<file path="src/hdl/swap_stop_pkg.sv">
// Package for the bank swap and stop execution block.
// Assumes a single 125 MHz core clock and an external fetch/decode front end.
package swap_stop_pkg;
  localparam logic [7:0] OP_BANK_SWAP   = 8'hD9;
  localparam logic [7:0] OP_STOP        = 8'h76;
  localparam logic       BANK_RESET     = 1'b0;
  localparam int unsigned REFRESH_NS    = 16;
  localparam int unsigned CLK_NS        = 8;
  localparam int unsigned REFRESH_CYC   = (REFRESH_NS + CLK_NS - 1) / CLK_NS;
  localparam logic [3:0] REFRESH_CNT    = 4'(REFRESH_CYC - 1);
  localparam logic [3:0] REFRESH_RESET  = 4'h0;

  typedef enum logic [2:0] {
    ST_RUN  = 3'b001,
    ST_STOP = 3'b010,
    ST_ANN  = 3'b100
  } stop_state_t;

  // Events reported back to the sequencer
  typedef struct packed {
    logic trap_brk;
    logic trap_priv;
    logic int_accept;
    logic done;
  } exec_evt_t;
endpackage

</file>
<file path="src/hdl/bank_swap_and_stop_exec.sv">
// Execution logic for the bank swap and stop instructions.
// Assumes opcodes arrive as a one-cycle strobe with a valid byte; the
// sequencer honours o_fetch_hold and services traps and interrupts.
`timescale 1ns/1ns
// Function
// - Swap opcode complements the bank-select bit, exchanging three register pairs.
// - Stop opcode in system mode halts fetch and execution until interrupt or reset; outside it takes the privilege trap.
// - While stopped, processor state is held unchanged.
// - After interrupt service, execution resumes at the instruction after stop.
// - Memory refresh cycles keep running while stopped.
// - Bus requests are still granted while stopped.
// - Dedicated-pin mode asserts stopped output until interrupt or reset accepted.
// - Alternate bus modes issue a stop bus transaction instead of the pin.
// - Breakpoint-on-stop bit set makes a system-mode stop take the breakpoint trap instead.
module bank_swap_and_stop_exec (
  input  wire logic                   i_core_clk,
  input  wire logic                   i_nrst,
  input  wire logic                   i_op_valid,
  input  wire logic [7:0]             i_op_byte,
  input  wire logic                   i_system_mode,
  input  wire logic                   i_brk_on_stop,
  input  wire logic                   i_pin_config,
  input  wire logic                   i_int_req,
  input  wire logic                   i_bus_req,
  output logic                        o_bank_sel,
  output logic                        o_fetch_hold,
  output logic                        o_stopped_n,
  output logic                        o_stop_cycle,
  output logic                        o_refresh,
  output logic                        o_bus_grant,
  output logic                        o_resume,
  output swap_stop_pkg::exec_evt_t    o_evt
);
  import swap_stop_pkg::*;

  stop_state_t state;
  stop_state_t next_state;
  logic        next_bank_sel;
  logic        next_fetch_hold;
  logic        next_stopped_n;
  logic        next_stop_cycle;
  logic        next_resume;
  exec_evt_t   next_evt;
  logic [3:0]  refresh_cnt;
  logic [3:0]  next_refresh_cnt;
  logic        next_refresh;
  logic        next_bus_grant;

  function automatic logic is_op(input logic v, input logic [7:0] b, input logic [7:0] op);
    is_op = v && (b == op);
  endfunction

  logic swap_hit;
  logic stop_hit;
  assign swap_hit = is_op(i_op_valid, i_op_byte, OP_BANK_SWAP);
  assign stop_hit = is_op(i_op_valid, i_op_byte, OP_STOP);

  // Instruction sequencing; swap changes only the bank bit, flags are never driven here
  always_comb begin
    next_state      = state;
    next_bank_sel   = o_bank_sel;
    next_fetch_hold = o_fetch_hold;
    next_stopped_n  = o_stopped_n;
    next_stop_cycle = 1'b0;
    next_resume     = 1'b0;
    next_evt        = '0;
    case (state)
      ST_RUN: begin
        if (swap_hit) begin
          next_bank_sel = ~o_bank_sel;
          next_evt.done = 1'b1;
        end else if (stop_hit) begin
          if (!i_system_mode) begin
            next_evt.trap_priv = 1'b1;
          end else if (i_brk_on_stop) begin
            next_evt.trap_brk = 1'b1;
          end else begin
            next_fetch_hold = 1'b1;
            if (i_pin_config) begin
              next_stopped_n = 1'b0;
              next_state     = ST_STOP;
            end else begin
              next_stop_cycle = 1'b1;
              next_state      = ST_ANN;
            end
          end
        end
      end
      ST_ANN: begin
        // One stop bus transaction has gone out; wait as in stop
        next_state = ST_STOP;
        if (i_int_req) begin
          next_fetch_hold    = 1'b0;
          next_resume        = 1'b1;
          next_evt.int_accept = 1'b1;
          next_state         = ST_RUN;
        end
      end
      ST_STOP: begin
        // Nothing but the wake check changes here, so context survives
        if (i_int_req) begin
          next_fetch_hold     = 1'b0;
          next_stopped_n      = 1'b1;
          next_resume         = 1'b1;
          next_evt.int_accept = 1'b1;
          next_state          = ST_RUN;
        end
      end
      default: begin
        next_state = ST_RUN;
      end
    endcase
  end

  always_ff @(posedge i_core_clk) begin
    if (!i_nrst) begin
      state        <= ST_RUN;
      o_bank_sel   <= BANK_RESET;
      o_fetch_hold <= 1'b0;
      o_stopped_n  <= 1'b1;
      o_stop_cycle <= 1'b0;
      o_resume     <= 1'b0;
      o_evt        <= '0;
    end else begin
      state        <= next_state;
      o_bank_sel   <= next_bank_sel;
      o_fetch_hold <= next_fetch_hold;
      o_stopped_n  <= next_stopped_n;
      o_stop_cycle <= next_stop_cycle;
      o_resume     <= next_resume;
      o_evt        <= next_evt;
    end
  end

  // Refresh and bus grant run regardless of the stop state
  always_comb begin
    next_refresh     = 1'b0;
    next_refresh_cnt = refresh_cnt - 4'h1;
    if (refresh_cnt == 4'h0) begin
      next_refresh_cnt = REFRESH_CNT;
      next_refresh     = 1'b1;
    end
    next_bus_grant = i_bus_req;
  end

  always_ff @(posedge i_core_clk) begin
    if (!i_nrst) begin
      refresh_cnt <= REFRESH_RESET;
      o_refresh   <= 1'b0;
      o_bus_grant <= 1'b0;
    end else begin
      refresh_cnt <= next_refresh_cnt;
      o_refresh   <= next_refresh;
      o_bus_grant <= next_bus_grant;
    end
  end

  // Checks beside the logic; the pin check looks at the configuration seen
  // when the stop is taken, since the level may move while the block waits
  AST_SWAP_TOGGLE: assert property (@(posedge i_core_clk) disable iff (!i_nrst)
    (state == ST_RUN && swap_hit) |=> (o_bank_sel != $past(o_bank_sel)))
    else $error("bank select did not toggle");
  AST_STOP_HOLD: assert property (@(posedge i_core_clk) disable iff (!i_nrst)
    (state == ST_RUN && stop_hit && i_system_mode && !i_brk_on_stop) |=> o_fetch_hold)
    else $error("fetch not held on stop");
  AST_STOP_IGNORE: assert property (@(posedge i_core_clk) disable iff (!i_nrst)
    (state == ST_STOP && !i_int_req) |=> !o_evt.done && !o_evt.trap_priv && !o_evt.trap_brk)
    else $error("opcode acted on while stopped");
  AST_STOP_KEEP: assert property (@(posedge i_core_clk) disable iff (!i_nrst)
    (state == ST_STOP && !i_int_req) |=> $stable(o_bank_sel) && o_fetch_hold)
    else $error("state changed while stopped");
  AST_RESUME: assert property (@(posedge i_core_clk) disable iff (!i_nrst)
    (state == ST_STOP && i_int_req) |=> o_resume && !o_fetch_hold)
    else $error("no resume after interrupt");
  AST_ANN_WAKE: assert property (@(posedge i_core_clk) disable iff (!i_nrst)
    (state == ST_ANN && i_int_req) |=> o_resume && !o_fetch_hold && o_evt.int_accept)
    else $error("no resume from announce cycle");
  AST_REFRESH: assert property (@(posedge i_core_clk) disable iff (!i_nrst)
    o_fetch_hold |-> ##[0:2] o_refresh)
    else $error("refresh missing while stopped");
  AST_REFRESH_GAP: assert property (@(posedge i_core_clk) disable iff (!i_nrst)
    o_refresh |=> !o_refresh)
    else $error("refresh pulse too long");
  AST_GRANT: assert property (@(posedge i_core_clk) disable iff (!i_nrst)
    i_bus_req |=> o_bus_grant)
    else $error("bus request not granted");
  AST_GRANT_DROP: assert property (@(posedge i_core_clk) disable iff (!i_nrst)
    !i_bus_req |=> !o_bus_grant)
    else $error("bus granted without request");
  AST_PIN: assert property (@(posedge i_core_clk) disable iff (!i_nrst)
    (state == ST_RUN && stop_hit && i_system_mode && !i_brk_on_stop && i_pin_config)
    |=> !o_stopped_n && !o_stop_cycle)
    else $error("stopped pin wrong");
  AST_PIN_KEEP: assert property (@(posedge i_core_clk) disable iff (!i_nrst)
    (!o_stopped_n && !i_int_req) |=> !o_stopped_n)
    else $error("stopped pin released early");
  AST_PIN_FREE: assert property (@(posedge i_core_clk) disable iff (!i_nrst)
    (!o_stopped_n && i_int_req) |=> o_stopped_n && o_resume)
    else $error("stopped pin not released");
  AST_ANN: assert property (@(posedge i_core_clk) disable iff (!i_nrst)
    (state == ST_RUN && stop_hit && i_system_mode && !i_brk_on_stop && !i_pin_config)
    |=> o_stop_cycle && o_stopped_n)
    else $error("stop transaction missing");
  AST_ANN_ONCE: assert property (@(posedge i_core_clk) disable iff (!i_nrst)
    (state == ST_ANN && !i_int_req) |=> o_fetch_hold && !o_stop_cycle && o_stopped_n)
    else $error("stop transaction repeated");
  AST_BRK: assert property (@(posedge i_core_clk) disable iff (!i_nrst)
    (state == ST_RUN && stop_hit && i_system_mode && i_brk_on_stop)
    |=> o_evt.trap_brk && !o_fetch_hold)
    else $error("breakpoint trap missing");
  AST_PRIV: assert property (@(posedge i_core_clk) disable iff (!i_nrst)
    (state == ST_RUN && stop_hit && !i_system_mode) |=> o_evt.trap_priv)
    else $error("privilege trap missing");
  AST_PRIV_QUIET: assert property (@(posedge i_core_clk) disable iff (!i_nrst)
    (state == ST_RUN && stop_hit && !i_system_mode) |=> !o_fetch_hold && o_stopped_n)
    else $error("privileged stop still stopped");
  AST_SWAP_QUIET: assert property (@(posedge i_core_clk) disable iff (!i_nrst)
    (state == ST_RUN && swap_hit) |=> !o_fetch_hold && o_stopped_n && o_evt.done)
    else $error("swap disturbed other state");

  // Main scenarios
  COV_SWAP: cover property (@(posedge i_core_clk) disable iff (!i_nrst)
    state == ST_RUN && swap_hit);
  COV_PIN_STOP: cover property (@(posedge i_core_clk) disable iff (!i_nrst)
    !o_stopped_n ##[1:10] o_resume);
  COV_ANN_STOP: cover property (@(posedge i_core_clk) disable iff (!i_nrst)
    o_stop_cycle ##[1:10] o_resume);
  COV_BRK: cover property (@(posedge i_core_clk) disable iff (!i_nrst) o_evt.trap_brk);
endmodule

</file>
<file path="config.mk">
export PLATFORM = sky130hd
export DESIGN_NAME = bank_swap_and_stop_exec
export DESIGN_NICKNAME = d
export VERILOG_FILES = /design/src/hdl/swap_stop_pkg.sv /design/src/hdl/bank_swap_and_stop_exec.sv
export SDC_FILE = /design/constraint.sdc
export NUM_CORES = 1
export LEC_CHECK = 0
export ABC_AREA = 1
export BUFFER_PORTS_ARGS = -buffer_cell sky130_fd_sc_hd__buf_2
export CORE_UTILIZATION = 43
export CTS_CLUSTER_SIZE = 8
export DETAILED_ROUTE_END_ITERATION = 16
export HOLD_SLACK_MARGIN = 0.15
export PLACE_DENSITY = 0.79
export SKIP_LAST_GASP = 1
export SLEW_MARGIN = 15
export SYNTH_ARGS = -nofsm -noshare
export SYNTH_HDL_FRONTEND = slang
export SYNTH_SLANG_ARGS = --single-unit
</file>
<file path="constraint.sdc">
create_clock -name i_core_clk -period 1.26 [get_ports i_core_clk]
set_clock_uncertainty 0.2 [all_clocks]
set_input_delay 0.126 -clock i_core_clk [delete_from_list [all_inputs] [get_ports i_core_clk]]
set_output_delay 0.126 -clock i_core_clk [all_outputs]
set_load 0.05 [all_outputs]
</file>
==> results.md <==
- Area grow syn2layout: 38.27%
- Synth async-reset ratio: 0%
- Area of placed instances: 977.2 sq um
- Synth Flop Type: dfxtp_1
- Port bufs: 26
- CP required: around 1.3 ns
- Vias/cell: 4.795
- RSZ-0062 raised after global routing: yes
- PnR worst setup slack: -0.04995 ns
- Crit path capture type: register
- Static leakage: approximately 0.0006 uW
- Routed wire length: 1.879 mm
- H-Tree Depth: 1
- Worst Setup SP: state[2]
- Gr ovfl total: 0
- CP arrival: between 1 and 1.5 ns
- Multi-input gate area: 421.7 sq um
- Clk buf depth: 2
- Synth cell types: 21
- Core area: 0.001745 sq mm
- Post-DP HPWL: roughly 1.3 mm
- Initial Util: 46.45%
- Critical Path Source Type: register
- Cell Chain, Critical Path: inv_4 > nand3_1 > nand2_1 > nand2_1 > nand3b_1 > nand2_1 > nand3_1
- Syn Inst Count: 116
- Peak VDD IR: 0.0008903 V
- Inserted Clock Buffers: 3
- Initial DRC Count: 11
- Failing checks: hold timing, setup timing
- Power Density: 1221 mW/mm^2
- Final ANT Viol Nets: 0
- Post-Syn Nets: 133
- Top delay family on crit path: simple AND/OR/NAND/NOR gates
- # clock sinks: 17
- Min Hold Slack: -0.1439 ns
- Clock Latency Late Sink: 0.30 ns
- Final core utilization: between 60% and 70%
- Cell area after layout: 0.001121 sq mm
- Slew headroom: 84.19%
- CTS root buf: clkbuf_4
- Routability cong.: 0.8100
- DRC: 0
- GRT Max-Usage Layer: met2
- Die H: 45.42 um
- Hold Vio Cnt, Final: 4
- Initial antenna violation count: 0
- CP dominant cell by count: nand2_1
- #FFs+latches synth: 17
- Die Wd: 45.42 um
- Io pins: 27
- Fin crit share: 104.0%
- Drt pass-1 iters: 4
- Slew Viols, Final: 0
- Max-cap violations: 0
- Cell row count: 15
- Worst Path Buf+Inv: 1
- Vias: 844
- Reg-to-reg endpoint: o_stopped_n
- Post-synth EDFFs: 0
- Setup crit end: o_stopped_n
- Critical Path Fanout Max: 5
- Grt met2 use: 34.29%
- CTS tree: yes
- Max Clk Rate: 0.7634 GHz
- Largest stage delay, worst path: approximately 0.36 ns
- Warning count from the yosys run: 0
- Layout cells sized above 1: between 30% and 40%
- Post-route insts no fill: between 150 and 200
- Die area: 0.002063 sq mm
- GRT Overall Usage: 20.22%
- Fin crit period: 1.310 ns
- R2R Setup Slk: -0.05 ns
- # fillers: 157
- Worst-case reg-to-reg path depth: 7
- Setup Crit Path Kind: reg -> reg
- DP Worst Slack: -0.07083 ns
- N_diodes: 0
- Vias in the first global route: 766
- Largest net degree at the start of global routing: 11
- Placed Instances: 167
- Grt met3 use: 4.762%
- Global-route wire length before repair: between 2 and 3 mm
- Worst Hold Class: in -> reg
- CTS clk-pin slew, worst paths: 0.11 ns
- FF/Latch Area: approximately 350 sq um
- Worst-Margin Slew: 0.2353 ns
- Slowest-stage cell, CP: dfxtp_2
- Worst r2r src: state[2]
- M1 GR Usage: between 20% and 30%
- WL per Instance: 10.68 um
- Total stage count of the critical path: 7
- Layout Nets: ~170
- Register area share after synthesis: 41.98%
- Synth Cell Area: between 800 and 900 sq um
- # setup viols final: 8
- Outcome: finished with violations
- Syn Area/Cell: 6.989 sq um
==> kinds of logic (layout without fill, tap and decap cells) <==
| kind of cell | after synthesis | after routing | synth area share (%) |
|---|---|---|---|
| AOI/OAI and AO/OA | 5 | 5 | 3.086 |
| and+or+nand+nor | 68 | 68 | 40.13 |
| xor gates and xnor gates | 1 | 1 | 1.080 |
| buffers and inverters | 24 | 59 | 12.19 |
| adders and majority gates | 1 | 1 | 1.543 |
| DFF | 17 | 17 | 41.98 |
==> where the power goes <==
group	switching, uW	internal [uW]
combinational	250	182
sequential	27.5	598
clock	194	119
==> area by class of cell <==
class	instances	area share (%)
Inverter	22	7.589
Clock inverter	1	0.4464
Tap cell	25	2.790
Sequential cell	17	31.25
Timing Repair Buffer	33	18.30
Multi-Input combinational cell	75	37.61
Clock buffer	3	2.009
==> cells in the mapped netlist, types with 2 or more instances <==
master / count / area [sq um]
nand2_1: 22 / 82.58
inv_1: 19 / 71.32
dfxtp_1: 17 / 340.3
nor2_1: 17 / 63.81
nand3_1: 13 / 65.06
nand4_1: 6 / 37.54
a21oi_1: 4 / 20.02
buf_4: 2 / 15.01
inv_2: 2 / 7.510
nor3_1: 2 / 10.01
or2_2: 2 / 12.51
==> state kept, by name (all words and copies together) (netlist names) <==
name / flops
state: 3
o_evt: 4
o_bank_sel: 1
o_stopped_n: 1
o_bus_grant: 1
o_fetch_hold: 1
o_stop_cycle: 1
o_refresh: 1
refresh_cnt: 4
==> per-layer routing <==
layer	share of wire, %	routed length [um]
met5	0	0
met3	3.2	60
met1	44	826
met2	52	976
met4	0.80	15
==> layout by cell type (no fill, tap or decap), types with 4 or more instances in the layout <==
master	netlist	routed
dlygate4sd3_1	0	4
dfxtp_1	17	13
nand4_1	6	6
nand3_1	13	11
nand2_1	22	20
buf_2	0	23
nor2_1	17	16
clkbuf_4	0	6
inv_1	19	16
inv_2	2	5
==> worst min path at each step <==
stage / from / endpoint / slack, ns / depth (start not counted)
finish: i_brk_on_stop / o_evt[3] / -0.14 / 3
global route: i_brk_on_stop / o_evt[3] / -0.11 / 3
CTS: i_brk_on_stop / o_evt[3] / -0.15 / 3
detailed placement: i_bus_req / o_bus_grant / 0.11 / 3
global placement: i_bus_req / o_bus_grant / 0.11 / 3
floorplan: i_system_mode / o_evt[2] / 0.002 / 1
==> worst register-to-register path, cell delays in order, from the launching register on <==
cell and delay, ns:
dfxtp_2 0.36, inv_4 0.09, nand3_1 0.16, nand2_1 0.11, nand2_1 0.04, nand3b_1 0.15
nand2_1 0.06, nand3_1 0.06
==> what timing repair did <==
action / in CTS / in global routing
hold endpoints to repair: 17 / 17
resized for setup: 10 / 14
endpoints found under the setup margin: 9 / 16
pin swaps: 2 / 2
hold buffers: 4 / 2
setup buffers: 0 / 0
==> metrics by stage <==
step	setup TNS, ns	total power, uW
floorplan	0	878.6
global placement	-0.04391	943.6
detailed placement	-0.3100	955.4
CTS	-0.1908	1324
global route	-0.9361	1442
finish	-0.1846	1369
Power figures use the tool's default switching activity.
